File: config.mk
export PLATFORM = sky130hd
export DESIGN_NAME = adc_conversion_control
export DESIGN_NICKNAME = d
export VERILOG_FILES = /design/src/rtl/adc_conv_pkg.sv /design/src/rtl/adc_conversion_control.sv
export VERILOG_INCLUDE_DIRS = /design/src /design/src/rtl
export SDC_FILE = /design/constraint.sdc
export NUM_CORES = 1
export LEC_CHECK = 0
export BUFFER_PORTS_ARGS = -buffer_cell sky130_fd_sc_hd__buf_2
export CORE_MARGIN = 2
export CORE_UTILIZATION = 40
export CTS_CLUSTER_DIAMETER = 30
export DETAILED_ROUTE_END_ITERATION = 12
export GPL_ROUTABILITY_DRIVEN = 0
export PLACE_DENSITY_LB_ADDON = 0.12
export RECOVER_POWER = 25
export SKIP_LAST_GASP = 1
export SLEW_MARGIN = 0
export SYNTH_ARGS = -nofsm -noshare
export SYNTH_HDL_FRONTEND = slang
export SYNTH_SLANG_ARGS = --single-unit
File: constraint.sdc
create_clock -name clk_sys -period 2.85 [get_ports clk_sys]
set_input_delay 0.285 -clock clk_sys [delete_from_list [all_inputs] [get_ports clk_sys]]
set_output_delay 0.285 -clock clk_sys [all_outputs]
set_load 0.02 [all_outputs]
File: src/rtl/adc_conv_params.svh
// Offsets, field positions, reset values and timing counts for conversion control.
// Assumes inclusion from the conversion control module; the package does not include it.
`ifndef ADC_CONV_PARAMS_SVH
`define ADC_CONV_PARAMS_SVH
`define OFS_CONV_CONTROL_A 4'h0
`define OFS_CONV_CONTROL_B 4'h1
`define OFS_RESULT_LOW 4'h2
`define OFS_RESULT_HIGH 4'h3
`define OFS_ANALOG_ROUTE 4'h4
`define OFS_IRQ_CONTROL 4'h5
`define CTLA_START_BIT 7
`define CTLA_BUSY_BIT 6
`define CTLA_ENABLE_BIT 5
`define CTLA_ALIGN_BIT 4
`define CTLA_RESET 8'h00
`define CTLB_RESET 8'h00
`define SAMPLE_CLOCKS 5'h04
`define TOTAL_CLOCKS 5'h10
`define CHANNEL_COUNT 12
`endif

File: src/rtl/adc_conv_pkg.sv
// Types shared by the conversion control block and its bench.
// Assumes adc_conv_params.svh on the include path.
package adc_conv_pkg;
	typedef enum logic [1:0] {REF_EXT_A, REF_INT, REF_EXT_B, REF_EXT_C} ref_sel_t;
	typedef struct packed {
		logic [2:0] inputSource;
		logic [1:0] referenceSelect;
		logic [2:0] clockDivSelect;
	} ctl_b_t;
	typedef struct packed {
		logic [11:0] channelOn;
		logic bandgapOn;
		logic groundOn;
		logic externalRefOn;
		logic supplyRefOn;
		logic powerOn;
		logic sampling;
	} analog_route_t;
	typedef enum logic [1:0] {IDLE, ARMED, SAMPLE, CONVERT} conv_state_t;
endpackage

File: src/rtl/adc_conversion_control.sv
// Control logic of one 12-bit successive-approximation converter.
// Assumes a synchronous register port and an analog core that returns one
// result bit per converter clock, most significant first.
// The converter clock only runs while a conversion is under way.
//
// Functional notes
// [RULE_01] Reference select 00 or 1x routes the external reference pin.
// [RULE_02] Reference select 01 uses internal supply; software deselects pin.
// [RULE_03] Source 000, 101, 11x converts the external channel chosen.
// [RULE_04] Source 001, 01x, 100 feeds an internal signal instead.
// [RULE_05] Channel codes 0000 to 1011 connect analog pins 0 to 11.
// [RULE_06] Channel code 11xx connects no external pin.
// [RULE_07] Source 001 routes the bandgap voltage to the input.
// [RULE_08] Source 010, 011, 100 ground the converter input.
// [RULE_09] Software sets channel 11xx whenever an internal signal is used.
// [RULE_10] Start bit written high then low begins one conversion.
// [RULE_11] Busy flag set when started, cleared on completion.
// [RULE_12] Completion sets interrupt request; output gated by enable.
// [RULE_13] Converter clock is system clock divided by 2 to the code.
// [RULE_14] Software keeps converter clock period within 0.5 to 10 us.
// [RULE_15] Converter powered only while enable bit is high.
// [RULE_16] Software waits a settling delay after enabling.
// [RULE_17] Sampling lasts exactly 4 converter clocks.
// [RULE_18] Conversion lasts 12 more clocks, 16 in total.
// [RULE_19] Converter input pins lose pull-high and direction control.
// [RULE_20] Alignment bit places result left or right across two bytes.
// [RULE_21] Result bytes keep contents while converter disabled.
// [RULE_22] Result written at end of clock 16 as busy clears.
`timescale 1ns/1ps
`include "adc_conv_params.svh"

module adc_conversion_control (
	input wire logic clk_sys,
	input wire logic rst_b,
	input wire logic clkEnable,
	input wire logic [3:0] regAddr,
	input wire logic [7:0] regWriteData,
	input wire logic regWrite,
	input wire logic regRead,
	output logic [7:0] regReadData,
	input wire logic [11:0] pinIsAnalog,
	input wire logic compareBit,
	output adc_conv_pkg::analog_route_t analogRoute,
	output logic convClockTick,
	output logic [11:0] pullHighDisable,
	output logic [11:0] portDirOverride,
	output logic irqRequest,
	output logic irqOut
);
	logic rstMeta;
	logic rstSync;
	logic [7:0] ctlA;
	adc_conv_pkg::ctl_b_t ctlB;
	logic irqEnable;
	logic busy;
	logic [11:0] resultData;
	logic [11:0] shiftReg;
	logic [6:0] divCount;
	logic [4:0] clockCount;
	adc_conv_pkg::conv_state_t state;
	logic startBit;
	logic powerOn;
	logic alignRight;
	logic external;
	logic [7:0] resultLow;
	logic [7:0] resultHigh;
	logic divTick;
	logic finish;
	logic [6:0] divMask;
	logic active;
	logic [11:0] channelHit;

	// Async assert, sync release
	always_ff @(posedge clk_sys or negedge rst_b) begin
		if (!rst_b) begin
			rstMeta <= 1'b0;
			rstSync <= 1'b0;
		end else begin
			rstMeta <= 1'b1;
			rstSync <= rstMeta;
		end
	end

	assign startBit = ctlA[`CTLA_START_BIT];
	assign powerOn = ctlA[`CTLA_ENABLE_BIT];
	assign alignRight = ctlA[`CTLA_ALIGN_BIT];

	// Control registers; busy bit is read-only so never stored here
	always_ff @(posedge clk_sys or negedge rstSync) begin
		if (!rstSync) begin
			ctlA <= `CTLA_RESET;
			ctlB <= `CTLB_RESET;
		end else if (clkEnable && regWrite) begin
			case (regAddr)
				`OFS_CONV_CONTROL_A: ctlA <= {regWriteData[7], 1'b0,
					regWriteData[5:0]};
				`OFS_CONV_CONTROL_B: ctlB <= regWriteData;
				default: ;
			endcase
		end
	end

	// Interrupt enable lives apart from the converter controls;
	// the request flag itself is cleared by the same register
	always_ff @(posedge clk_sys or negedge rstSync) begin
		if (!rstSync) begin
			irqEnable <= 1'b0;
		end else if (clkEnable && regWrite &&
			regAddr == `OFS_IRQ_CONTROL) begin
			irqEnable <= regWriteData[0]; // [RULE_12]
		end
	end

	// Sampling and converting are the only phases that use the clock
	assign active = state == adc_conv_pkg::SAMPLE ||
		state == adc_conv_pkg::CONVERT;

	// Divider mask: code n divides by 2**n
	assign divMask = 7'((8'h01 << ctlB.clockDivSelect) - 8'h01); // [RULE_13]
	assign divTick = ((divCount & divMask) == divMask); // [RULE_13]

	// Only a running conversion turns the divider, so each one opens
	// on a whole converter period
	always_ff @(posedge clk_sys or negedge rstSync) begin
		if (!rstSync) begin
			divCount <= 7'h00;
		end else if (clkEnable) begin
			if (!powerOn || !active)
				divCount <= 7'h00;
			else if (divTick)
				divCount <= 7'h00;
			else
				divCount <= divCount + 7'h01;
		end
	end

	assign finish = (state == adc_conv_pkg::CONVERT) && divTick &&
		(clockCount == `TOTAL_CLOCKS - 5'h01);

	// Start detect: rising then falling of the start bit
	always_ff @(posedge clk_sys or negedge rstSync) begin
		if (!rstSync) begin
			state <= adc_conv_pkg::IDLE;
			clockCount <= 5'h00;
			busy <= 1'b0;
		end else if (clkEnable) begin
			if (!powerOn) begin
				// Power-off aborts; results stay untouched
				state <= adc_conv_pkg::IDLE; // [RULE_15]
				busy <= 1'b0;
				clockCount <= 5'h00;
			end else begin
				case (state)
					adc_conv_pkg::IDLE:
						if (startBit)
							state <= adc_conv_pkg::ARMED; // [RULE_10]
					// A start bit left high waits here for its fall
					adc_conv_pkg::ARMED:
						if (!startBit) begin
							state <= adc_conv_pkg::SAMPLE; // [RULE_10]
							busy <= 1'b1; // [RULE_11]
							clockCount <= 5'h00;
						end
					// Clock count runs on across the phase change
					adc_conv_pkg::SAMPLE:
						if (divTick) begin
							clockCount <= clockCount + 5'h01;
							if (clockCount == `SAMPLE_CLOCKS - 5'h01)
								state <= adc_conv_pkg::CONVERT; // [RULE_17]
						end
					adc_conv_pkg::CONVERT:
						if (divTick) begin
							clockCount <= clockCount + 5'h01;
							if (finish) begin
								state <= adc_conv_pkg::IDLE; // [RULE_18]
								busy <= 1'b0; // [RULE_11]
								clockCount <= 5'h00;
							end
						end
					default: state <= adc_conv_pkg::IDLE;
				endcase
			end
		end
	end

	// Shift in one decision per conversion clock
	always_ff @(posedge clk_sys or negedge rstSync) begin
		if (!rstSync) begin
			shiftReg <= 12'h000;
		end else if (clkEnable && state == adc_conv_pkg::CONVERT && divTick) begin
			shiftReg <= {shiftReg[10:0], compareBit}; // [RULE_18]
		end
	end

	// Result lands only on a powered, completed conversion
	always_ff @(posedge clk_sys or negedge rstSync) begin
		if (!rstSync) begin
			resultData <= 12'h000;
		end else if (clkEnable && powerOn && finish) begin
			resultData <= {shiftReg[10:0], compareBit}; // [RULE_22] [RULE_21]
		end
	end

	// Request flag: completion wins over a software clear in the same cycle
	always_ff @(posedge clk_sys or negedge rstSync) begin
		if (!rstSync) begin
			irqRequest <= 1'b0;
		end else if (clkEnable) begin
			if (finish && powerOn)
				irqRequest <= 1'b1; // [RULE_12]
			else if (regWrite && regAddr == `OFS_IRQ_CONTROL && regWriteData[1])
				irqRequest <= 1'b0;
		end
	end

	// Request stays visible ungated so software can poll it
	assign irqOut = irqRequest & irqEnable; // [RULE_12]

	// Alignment of the two result bytes
	always_comb begin
		if (alignRight) begin
			resultHigh = {4'h0, resultData[11:8]}; // [RULE_20]
			resultLow = resultData[7:0]; // [RULE_20]
		end else begin
			resultHigh = resultData[11:4]; // [RULE_20]
			resultLow = {resultData[3:0], 4'h0}; // [RULE_20]
		end
	end

	// Sources 000, 101 and 11x take an external pin
	assign external = (ctlB.inputSource == 3'h0) ||
		(ctlB.inputSource == 3'h5) || ctlB.inputSource[2:1] == 2'h3; // [RULE_03]

	// One decoder per pin; codes 11xx match no pin index, so the input
	// floats rather than shorting a pin onto an internal source
	for (genvar g = 0; g < `CHANNEL_COUNT; g++) begin : g_chan
		assign channelHit[g] = external &&
			ctlA[3:0] == 4'(g); // [RULE_05] [RULE_06]
	end

	always_ff @(posedge clk_sys or negedge rstSync) begin
		if (!rstSync) begin
			analogRoute <= '0;
		end else if (clkEnable) begin
			analogRoute.channelOn <= channelHit; // [RULE_05] [RULE_06]
			analogRoute.bandgapOn <= ctlB.inputSource == 3'h1; // [RULE_07] [RULE_04]
			analogRoute.groundOn <= ctlB.inputSource == 3'h2 ||
				ctlB.inputSource == 3'h3 ||
				ctlB.inputSource == 3'h4; // [RULE_08] [RULE_04]
			analogRoute.externalRefOn <=
				ctlB.referenceSelect != 2'h1; // [RULE_01]
			analogRoute.supplyRefOn <=
				ctlB.referenceSelect == 2'h1; // [RULE_02]
			analogRoute.powerOn <= powerOn; // [RULE_15]
			analogRoute.sampling <= state == adc_conv_pkg::SAMPLE; // [RULE_17]
		end
	end

	// Tick mirrors the converter clock only while a conversion runs,
	// so an observer counts exactly sixteen per conversion
	always_ff @(posedge clk_sys or negedge rstSync) begin
		if (!rstSync) begin
			convClockTick <= 1'b0;
		end else if (clkEnable) begin
			convClockTick <= divTick && active && powerOn; // [RULE_18]
		end
	end

	// Pin overrides follow the pin-function bits with no further gating;
	// analog use then needs no direction setup
	always_ff @(posedge clk_sys or negedge rstSync) begin
		if (!rstSync) begin
			pullHighDisable <= 12'h000;
			portDirOverride <= 12'h000;
		end else if (clkEnable) begin
			pullHighDisable <= pinIsAnalog; // [RULE_19]
			portDirOverride <= pinIsAnalog; // [RULE_19]
		end
	end

	// Read data valid the cycle after the strobe
	always_ff @(posedge clk_sys or negedge rstSync) begin
		if (!rstSync) begin
			regReadData <= 8'h00;
		end else if (clkEnable) begin
			if (regRead) begin
				case (regAddr)
					`OFS_CONV_CONTROL_A: regReadData <= {ctlA[7], busy, ctlA[5:0]};
					`OFS_CONV_CONTROL_B: regReadData <= ctlB;
					`OFS_RESULT_LOW: regReadData <= resultLow;
					`OFS_RESULT_HIGH: regReadData <= resultHigh;
					`OFS_IRQ_CONTROL: regReadData <= {6'h00, irqRequest, irqEnable};
					default: regReadData <= 8'h00;
				endcase
			end else begin
				// Bus sees zero outside the answer slot
				regReadData <= 8'h00;
			end
		end
	end
endmodule // adc_conversion_control

Word-level counts from Yosys, hierarchy flattened
Index checks and enable logic that the tools add are counted.
{"block": "totals", "regBits": 96, "input_bits": 30, "output_inout_bits": 53, "word_cells": 138}
{"block": "classes", "add_sub_neg": 3, "eq_ne": 37, "n_shift": 1, "n_mux": 27, "bitwise_logic": 2, "n_reduce_logical": 44}
{"cell": "one-hot mux 8 bit (5 select lines)", "count": 1}
{"cell": "logical AND 1 bit", "count": 25}
{"cell": "2-to-1 mux 5 bit", "count": 5}
{"cell": "2-to-1 mux 8 bit", "count": 3}
{"cell": "equality test 4 x 3 -> 1 bit (second input constant)", "count": 5}
{"cell": "inequality test 3 bit (second input constant)", "count": 6}
{"cell": "equality test 4 x 2 -> 1 bit (second input constant)", "count": 4}
{"cell": "equality test 4 bit (second input constant)", "count": 4}
{"cell": "one-hot mux 5 bit (3 select lines)", "count": 1}
{"cell": "2-to-1 mux 2 bit", "count": 7}
{"cell": "2-to-1 mux 7 bit", "count": 2}
{"cell": "AND reduction 5 bit", "count": 2}
{"cell": "equality test 4 x 1 -> 1 bit (second input constant)", "count": 2}
{"cell": "zero test 4 bit", "count": 2}
{"cell": "one-hot mux 2 bit (4 select lines)", "count": 1}
{"cell": "adder 7 x 1 -> 7 bit (second input constant)", "count": 1}
{"cell": "bitwise AND 7 bit", "count": 1}
{"cell": "equality test 7 bit", "count": 1}
{"cell": "AND reduction 7 bit", "count": 1}
{"cell": "left shift 1 x 3 -> 7 bit (first input constant)", "count": 1}
{"cell": "subtractor 7 x 1 -> 7 bit (second input constant)", "count": 1}
{"cell": "equality test 2 bit (second input constant)", "count": 3}
{"cell": "equality test 3 x 2 -> 1 bit (second input constant)", "count": 2}
{"cell": "equality test 3 bit (second input constant)", "count": 2}
{"cell": "other kinds (17)", "count": 31}

Logic depth before layout (Yosys ltp)
Gate-level depths: netlist (run 1).
{"block": "logic_depth", "word_depth": 10, "depth_mapped": 8, "mapped_depth_nobuf": 7}

Worst setup path after synthesis (run 1)
OpenSTA, ideal clock, no wires.
{"block": "synth_path", "kind": "register -> register", "start": "reg clockCount[0]", "end": "reg resultData[11]", "setup_ns": 0.127, "arrival_time_ns": 1.773, "t_required_ns": 2.723, "path_slack_ns": 0.950, "stages_incl_launch_ff": 9, "n_path_buf": 1, "synth_period_minus_slack_ns": 1.900, "path_cell_list": "dfrtp_1 -> ha_1 -> and3_1 -> ha_1 -> o221a_2 -> nand3_4 -> nor2_8 -> buf_12 -> mux2_1"}
{"block": "synth_via", "elab_chain_cells": 3}
{"element": "from (decl)", "line_no": "adc_conversion_control.sv:59", "source": "logic [4:0] clockCount;"}
{"element": "from (signal assigned)", "line_no": "adc_conversion_control.sv:167", "source": "clockCount <= clockCount + 5'h01;"}
{"element": "from (signal assigned)", "line_no": "adc_conversion_control.sv:173", "source": "clockCount <= clockCount + 5'h01;"}
{"element": "equality test 5 x 4 -> 1 bit", "line_no": "adc_conversion_control.sv:138", "source": "(clockCount == `TOTAL_CLOCKS - 5'h01);"}
{"element": "logical AND 1 bit", "line_no": "adc_conversion_control.sv:137", "source": "assign finish = (state == adc_conv_pkg::CONVERT) && divTick &&"}
{"element": "logical AND 1 bit", "line_no": "adc_conversion_control.sv:199", "source": "end else if (clkEnable && powerOn && finish) begin"}
{"element": "to (signal assigned)", "line_no": "adc_conversion_control.sv:200", "source": "resultData <= {shiftReg[10:0], compareBit};"}
{"element": "to (decl)", "line_no": "adc_conversion_control.sv:56", "source": "logic [11:0] resultData;"}
No other way between the ends.
A chain may end at the register's enable or synchronous reset.

==> results of run 1 <==
-- power by group --
part | switching [W] | total, W | internal, W
combinational | 0.000502 | 0.000919 | 0.000418
clock | 0.000525 | 0.00143 | 0.000904
sequential | 0.000247 | 0.00183 | 0.00158
-- cell families after synthesis --
kind of cell,after synthesis,share of synthesized area [%]
other cells,1,0.07866
fa+ha+maj,7,1.837
xor+xnor,4,0.7350
compound gates,91,13.04
buf+inv,59,6.693
mux,63,16.46
flops,96,50.39
simple gates,87,10.76
-- routing by layer --
metal,part of all wire [%],vias up
met5,0,-
met4,1.4,0
met3,3.7,13
met2,47,70
met1,48,1594
li1,-,1592
-- flip-flops by register name, summed over array words and instances, names as in the netlist, 2 cells and up --
| register | count |
|---|---|
| ctlA | 7 |
| state | 2 |
| ctlB | 8 |
| shiftReg | 11 |
| analogRoute | 18 |
| divCount | 7 |
| regReadData | 8 |
| clockCount | 5 |
| resultData | 12 |
| portDirOverride | 12 |
-- path summary, 6_finish.rpt --
path                                          endpoint         startpoint  cells past startpoint
setup / recovery           analogRoute[14]$_DFFE_PN0P_  rstSync$_DFF_PN0_                      1
hold / removal                     ctlB[6]$_DFFE_PN0P_    regWriteData[6]                      2
setup reg to reg           analogRoute[14]$_DFFE_PN0P_  rstSync$_DFF_PN0_                      1
hold reg to reg                      rstSync$_DFF_PN0_  rstMeta$_DFF_PN0_                      0
max in group clk_sys         clockCount[3]$_DFFE_PN0P_          clkEnable                      5
min in group asynchronous            rstSync$_DFF_PN0_              rst_b                      2
-- per-stage QoR --
step           power [W]  hold WS, ns  worst slack, ns  instance area (µm²)  cells
3_3_place_gp    0.002763      0.07430           0.8668                 5187    609
6_report        0.004179       0.1598           0.7539                 5547    626
4_1_cts         0.004230       0.1502           0.7410                 5553    626
5_1_grt         0.004414       0.1626           0.3262                 5547    626
2_1_floorplan   0.002506     -0.01059           0.9497                 4768    408
3_5_place_dp    0.002782      0.07533           0.7822                 5187    609
-- cells in the final DEF, fill, tap and decap left out, types with 3 or more instances in the layout --
master / n
dfrtp_1: 96
buf_2: 80
inv_1: 30
mux2_2: 25
mux2_4: 23
nor2_1: 20
o22ai_1: 18
nand2_1: 17
a21oi_1: 16
o21ai_0: 12
nand3_1: 10
mux2i_1: 9
nand2b_1: 9
clkbuf_16: 9
o21ai_1: 7
ha_1: 7
nor2b_1: 6
mux2_1: 6
a22o_1: 5
o2bb2ai_1: 4
buf_4: 4
and2_1: 3
o211ai_1: 3
nand3b_1: 3
o311ai_1: 3
bufinv_16: 3
-- synthesized netlist by cell type (all sizes together) (2+ instances only) --
cell type | number | share of area, %
a211o | 2 | 0.37
a21o | 2 | 0.31
a21oi | 17 | 1.9
a22o | 5 | 0.92
a22oi | 2 | 0.31
and2 | 3 | 0.39
and3 | 2 | 0.37
buf | 24 | 3.9
clkbuf | 4 | 0.31
dfrtp | 96 | 50
ha | 7 | 1.8
inv | 31 | 2.4
mux2 | 54 | 15
mux2i | 9 | 1.9
nand2 | 17 | 1.3
nand2b | 9 | 1.2
nand3 | 11 | 1.4
nand3b | 3 | 0.47
nand4 | 2 | 0.26
nor2 | 21 | 2.0
nor2b | 6 | 0.79
nor3 | 4 | 1.0
nor3b | 3 | 0.58
o2111ai | 2 | 0.37
o211ai | 3 | 0.47
o21ai | 19 | 2.0
o22ai | 18 | 2.4
o2bb2ai | 5 | 1.0
o311ai | 3 | 0.55
o31a | 2 | 0.37
or3 | 2 | 0.37
xnor2 | 2 | 0.37
xor2 | 2 | 0.37
-- cell type report --
cell class | instances | area (µm²)
Tap cell | 143 | 178.9
Clock inverter | 5 | 102.6
Clock buffer | 11 | 252.7
Timing Repair Buffer | 87 | 447.9
Fill cell | 1092 | 5969
Sequential cell | 96 | 2402
Multi-Input combinational cell | 253 | 2046
Inverter | 31 | 116.4
==> results.sh, run 1 <==
export IMPL_final_nets=515
export IMPL_finalHoldViolations=0
export IMPL_io_buffers=82
export IMPL_ir_worst_vdd_mv=0.2627
export IMPL_crit_path_max_fanout=51
export IMPL_die_area_mm2=0.01281
export IMPL_die_y_um=113.2
export IMPL_rows=39
export IMPL_cts_setup_buffers=0
export IMPL_async_flop_share_pct=100.0
export IMPL_initial_core_util_pct=41.40
export IMPL_drt_first_pass_iters=8
export IMPL_drc=8
export IMPL_clkLatencyLatePin_ns=0.34
export IMPL_rsz0062_at_grt="false"
export IMPL_violations="DRC, capacitance limit, slew limit"
export IMPL_cp_buffers_inverters=1
export IMPL_first_global_vias=3289
export IMPL_leakage_nw=2.576
export IMPL_critPathRequiredTime_ns=3.36
export IMPL_dpl_hpwl_mm=7.443
export IMPL_drive_above_1_share_pct=33.75
export IMPL_cpPeakStageDelay_ns=1.73
export IMPL_diodes=0
export IMPL_crit_path_cell_trace="buf_4"
export IMPL_synth_ff_latch_count=96
export IMPL_synth_edf_count=0
export IMPL_status="complete, but fails checks"
export IMPL_setup_viol=0
export IMPL_critPathSlowestCell="dfrtp_1"
export IMPL_cts_sinks=96
export IMPL_drt_iter0_markers=190
export IMPL_vias=3269
export IMPL_busiest_layer="met2"
export IMPL_final_util_pct=48.16
export IMPL_timing_fmax_mhz=477.1
export IMPL_critPathArrivalTime_ns=2.60
export IMPL_vias_per_cell=5.222
export IMPL_seq_area_frac_synth_pct=50.39
export IMPL_hp_class="in -> reg"
export IMPL_cp_top_family="flip-flops"
export IMPL_clockBufferDepth=2
export IMPL_clk_pin_slew_ns=0.07
export IMPL_cts_tree="done"
export IMPL_grt_start_max_net_pins=52
export IMPL_ctsResizeCount=0
export IMPL_drt_total_wl_mm=10.24
export IMPL_r2r_slack_ns=0.75
export IMPL_powerDensity_mw_per_mm2=753.4
export IMPL_fin_skew_ns=0.007327
export IMPL_grt_first_pass_wirelength_mm=17.18
export IMPL_die_w_um=113.2
export IMPL_synth_area_mm2=0.004767
export IMPL_start_kind="flop"
export IMPL_numCtsBuffers=9
export IMPL_syn_nets=445
export IMPL_ys_warnings_count=0
export IMPL_use_met2_pct=27.43
export IMPL_ys_types=66
export IMPL_maxSlewViolCount=52
export IMPL_htree_num_levels=3
export IMPL_final_min_period_over_clock_period_pct=73.55
export IMPL_relSlewSlack_pct=-36.19
export IMPL_maxCapViolations=1
export IMPL_clockRootBuffer="clkbuf_16"
export IMPL_final_setup_tns_ns=0
export IMPL_areaGrowthSynthToFinish_pct=16.35
export IMPL_ys_flop_type="dfrtp_1"
export IMPL_grt_use_met3_pct=2.946
export IMPL_grt_use_met1_pct=23.03
export IMPL_ctsHoldBuffers=1
export IMPL_grt_overflow_total=0
export IMPL_endpoint_kind="async pin"
export IMPL_syn_inst=408
export IMPL_min_period_ns=2.096
export IMPL_grt_usage_pct=16.92
export IMPL_design_core_area_mm2=0.01152
export IMPL_tightestPinTransition_ns=2.043
export IMPL_critPathKind="reg -> async"
export IMPL_ios=83
export IMPL_wl_per_cell_um=16.35
export IMPL_antenna_found_initial=0
export IMPL_syn_area_per_cell_um2=11.68
export IMPL_final_antenna_net_count=0
No activity file was read; power rests on OpenSTA's default activity.
==> run 2: changes to the inputs <==
--- a/config.mk
+++ b/config.mk
@@ -6,6 +6,7 @@
 export SDC_FILE = /design/constraint.sdc
 export NUM_CORES = 1
 export LEC_CHECK = 0
+export ABC_AREA = 1
 export BUFFER_PORTS_ARGS = -buffer_cell sky130_fd_sc_hd__buf_2
 export CORE_MARGIN = 2
 export CORE_UTILIZATION = 40
==> constraint.sdc (replaced) <==
create_clock -name clk_sys -period 2.19 [get_ports clk_sys]
set_input_delay 0.219 -clock clk_sys [delete_from_list [all_inputs] [get_ports clk_sys]]
set_output_delay 0.219 -clock clk_sys [all_outputs]
set_load 0.02 [all_outputs]
==> run 2 against run 1 <==
Net effect:
- the run now ends clean
- highest routed layer unchanged
- via count grew 15%
- first-iteration DRC count is 48% higher
- final cell count is 24% higher
- design area down 2.5%
- synthesized cell count grew 37%
- setup slack got worse by 0.35 ns
- global-route usage rose by 1.6 points
- total power rose by 8.3%
- clock skew shrank 0.0017 ns
- die area down 3.3%
==> results.sh, run 2 <==
export IMPL_r2r_slack_ns=0.42
export IMPL_die_w_um=111.3
export IMPL_synth_ff_latch_count=96
export IMPL_placed_area_mm2=0.005082
export IMPL_vias_per_cell=4.838
export IMPL_die_area_mm2=0.01239
export IMPL_reg2reg_from="clockCount[0]$_DFFE_PN0P_"
export IMPL_powerDensity_mw_per_mm2=836.4
export IMPL_die_y_um=111.3
export IMPL_timing_fmax_mhz=560.9
export IMPL_htree_num_levels=3
export IMPL_critPathRequiredTime_ns=2.44
export IMPL_layout_commonest_cell="nand2_1"
export IMPL_drt_iter0_markers=282
export IMPL_finalPower_w=0.004525
export IMPL_crit_start="clkEnable"
export IMPL_rsz0062_at_grt="false"
export IMPL_vias=3769
export IMPL_stdcell_count=779
export IMPL_areaGrowthSynthToFinish_pct=17.50
export IMPL_synth_common_cells="nand2_1, dfrtp_1, inv_1"
export IMPL_diodes=0
export IMPL_drt_total_wl_mm=10.83
export IMPL_syn_area_per_cell_um2=8.237
export IMPL_drive_above_1_share_pct=19.81
export IMPL_drt_met1_wl_mm=5.059
export IMPL_final_nets=668
export IMPL_clockRootBuffer="clkbuf_16"
export IMPL_first_global_vias=3583
export IMPL_clkLatencyLatePin_ns=0.35
export IMPL_grt_start_max_net_pins=66
export IMPL_endpoint_kind="flop"
export IMPL_ys_flop_type="dfrtp_1"
export IMPL_synthTopCellsByArea="dfrtp_1, nand2_1, inv_1"
export IMPL_crit_path_max_fanout=27
export IMPL_largest_register_ffs=18
export IMPL_wl_met3_um=550
export IMPL_async_flop_share_pct=100.0
export IMPL_synth_edf_count=0
export IMPL_clk_pin_slew_ns=0.06
export IMPL_top_regs="analogRoute (18), portDirOverride (12), resultData (12)"
export IMPL_maxSlewViolCount=0
export IMPL_ys_warnings_count=0
export IMPL_relSlewSlack_pct=13.79
export IMPL_critPathKind="in -> reg"
export IMPL_final_antenna_net_count=0
export IMPL_synth_top_area_share_pct=52.17
export IMPL_synth_area_mm2=0.004604
export IMPL_start_kind="primary input"
export IMPL_endpoint="analogRoute[16]$_DFFE_PN0P_"
export IMPL_fin_skew_ns=0.005600
export IMPL_final_area_mm2=0.005410
export IMPL_wl_per_cell_um=13.90
export IMPL_syn_inst=559
export IMPL_design_core_area_mm2=0.01132
export IMPL_critPathArrivalTime_ns=2.03
export IMPL_yosysMostFrequentCell="nand2_1"
export IMPL_numCtsBuffers=9
export IMPL_largest_register="analogRoute"
export IMPL_ios=83
export IMPL_drt_first_pass_iters=4
export IMPL_grt_first_pass_wirelength_mm=18.19
export IMPL_grt_usage_pct=18.51
export IMPL_grt_overflow_total=0
export IMPL_r2r_cells=7
export IMPL_setup_viol=0
export IMPL_cts_sinks=96
export IMPL_hold_slack_ns=0.07637
export IMPL_final_min_period_over_clock_period_pct=81.42
export IMPL_initial_core_util_pct=40.67
export IMPL_seq_area_frac_synth_pct=52.17
export IMPL_antenna_found_initial=0
export IMPL_leakage_nw=2.851
export IMPL_ir_worst_vdd_mv=0.4993
export IMPL_dp_cells=762
export IMPL_finalHoldViolations=0
export IMPL_final_cell_mix="nand2_1, dfrtp_1, buf_2"
export IMPL_wl_met2_mm=5.097
export IMPL_min_period_ns=1.783
export IMPL_synth_top_area_cell="dfrtp_1"
export IMPL_final_setup_tns_ns=0
export IMPL_rows=39
export IMPL_status="finished, final reports clean"
export IMPL_ys_types=38
export IMPL_top_layer_used="met4"
export IMPL_hp_class="in -> reg"
export IMPL_drc=0
export IMPL_syn_nets=596
export IMPL_clockBufferDepth=2
export IMPL_maxCapViolations=0
export IMPL_io_buffers=82
export IMPL_cts_tree="done"
export IMPL_r2r_end="resultData[11]$_DFFE_PN0P_"
export IMPL_tightestPinTransition_ns=1.293
export IMPL_dpl_hpwl_mm=8.009
==> run 2: worst max-delay path: stages <==
cell and delay, ns:
clkbuf_1 0.21, inv_2 0.34, clkbuf_1 0.99, nand2_1 0.14, o31ai_1 0.12
==> run 2: timing repair <==
| action | CTS | global route |
|---|---|---|
| hold buffers | 1 | 0 |
| endpoints found under the hold margin | 2 | 0 |
| resized for setup | 0 | 0 |
| buffers inserted | 0 | 0 |
| endpoints found under the setup margin | 0 | 0 |
==> run 2: worst min path at each step <==
stage,slack (ns),cells after the start,to,startpoint
floorplan,-0.08,0,rstMeta$_DFF_PN0_,rst_b
global placement,0.004,1,rstMeta$_DFF_PN0_,rst_b
detailed placement,0.009,1,rstMeta$_DFF_PN0_,rst_b
CTS,0.06,3,portDirOverride[6]$_DFFE_PN0P_,pinIsAnalog[6]
global route,0.08,3,portDirOverride[7]$_DFFE_PN0P_,pinIsAnalog[7]
finish,0.08,3,portDirOverride[6]$_DFFE_PN0P_,pinIsAnalog[6]
==> run 2: routing by layer <==
layer | vias to the layer above | global-route usage [%]
li1 | 1915 | -
met1 | 1755 | 25.87
met2 | 92 | 28.78
met3 | 7 | 3.663
met4 | 0 | 6.584
met5 | - | 0
==> run 2: cell families (layout without fill, tap and decap cells) <==
| family | after synthesis | after routing | share of synthesized area, % |
|---|---|---|---|
| flip-flops | 96 | 96 | 52.17 |
| AO/OA/AOI/OAI | 87 | 87 | 10.98 |
| XOR/XNOR | 3 | 3 | 0.5708 |
| other | 1 | 1 | 0.08144 |
| AND/OR/NAND/NOR | 275 | 275 | 25.49 |
| buffers and inverters | 90 | 167 | 8.804 |
| adder cells (fa/ha/maj) | 7 | 7 | 1.902 |
==> run 2: layout make-up <==
cell class                 count  area [µm²]
timing repair buffer          89       459.2
clock buffer                  12       266.5
fill                        1152        5911
multi-input combinational    373        1797
tap                          143       178.9
inverter                      62       232.7
clock inverter                 4       73.82
sequential                    96        2402
==> run 2: where the power goes <==
group | switching [W] | leakage [nW] | internal (W)
clock network | 0.000675 | 0.169 | 0.00110
registers | 0.000121 | 1.28 | 0.00190
logic | 0.000502 | 1.40 | 0.000232
total | 0.00130 | 2.85 | 0.00323
==> run 2: through the flow <==
step / util (%) / worst slack (ns)
final: 47.79 / 0.4070
after CTS: 47.99 / 0.3963
after global routing: 47.79 / 0.1750
after floorplan: - / 0.5753
after detailed placement: 44.89 / 0.4058
after global placement: 44.89 / 0.4255
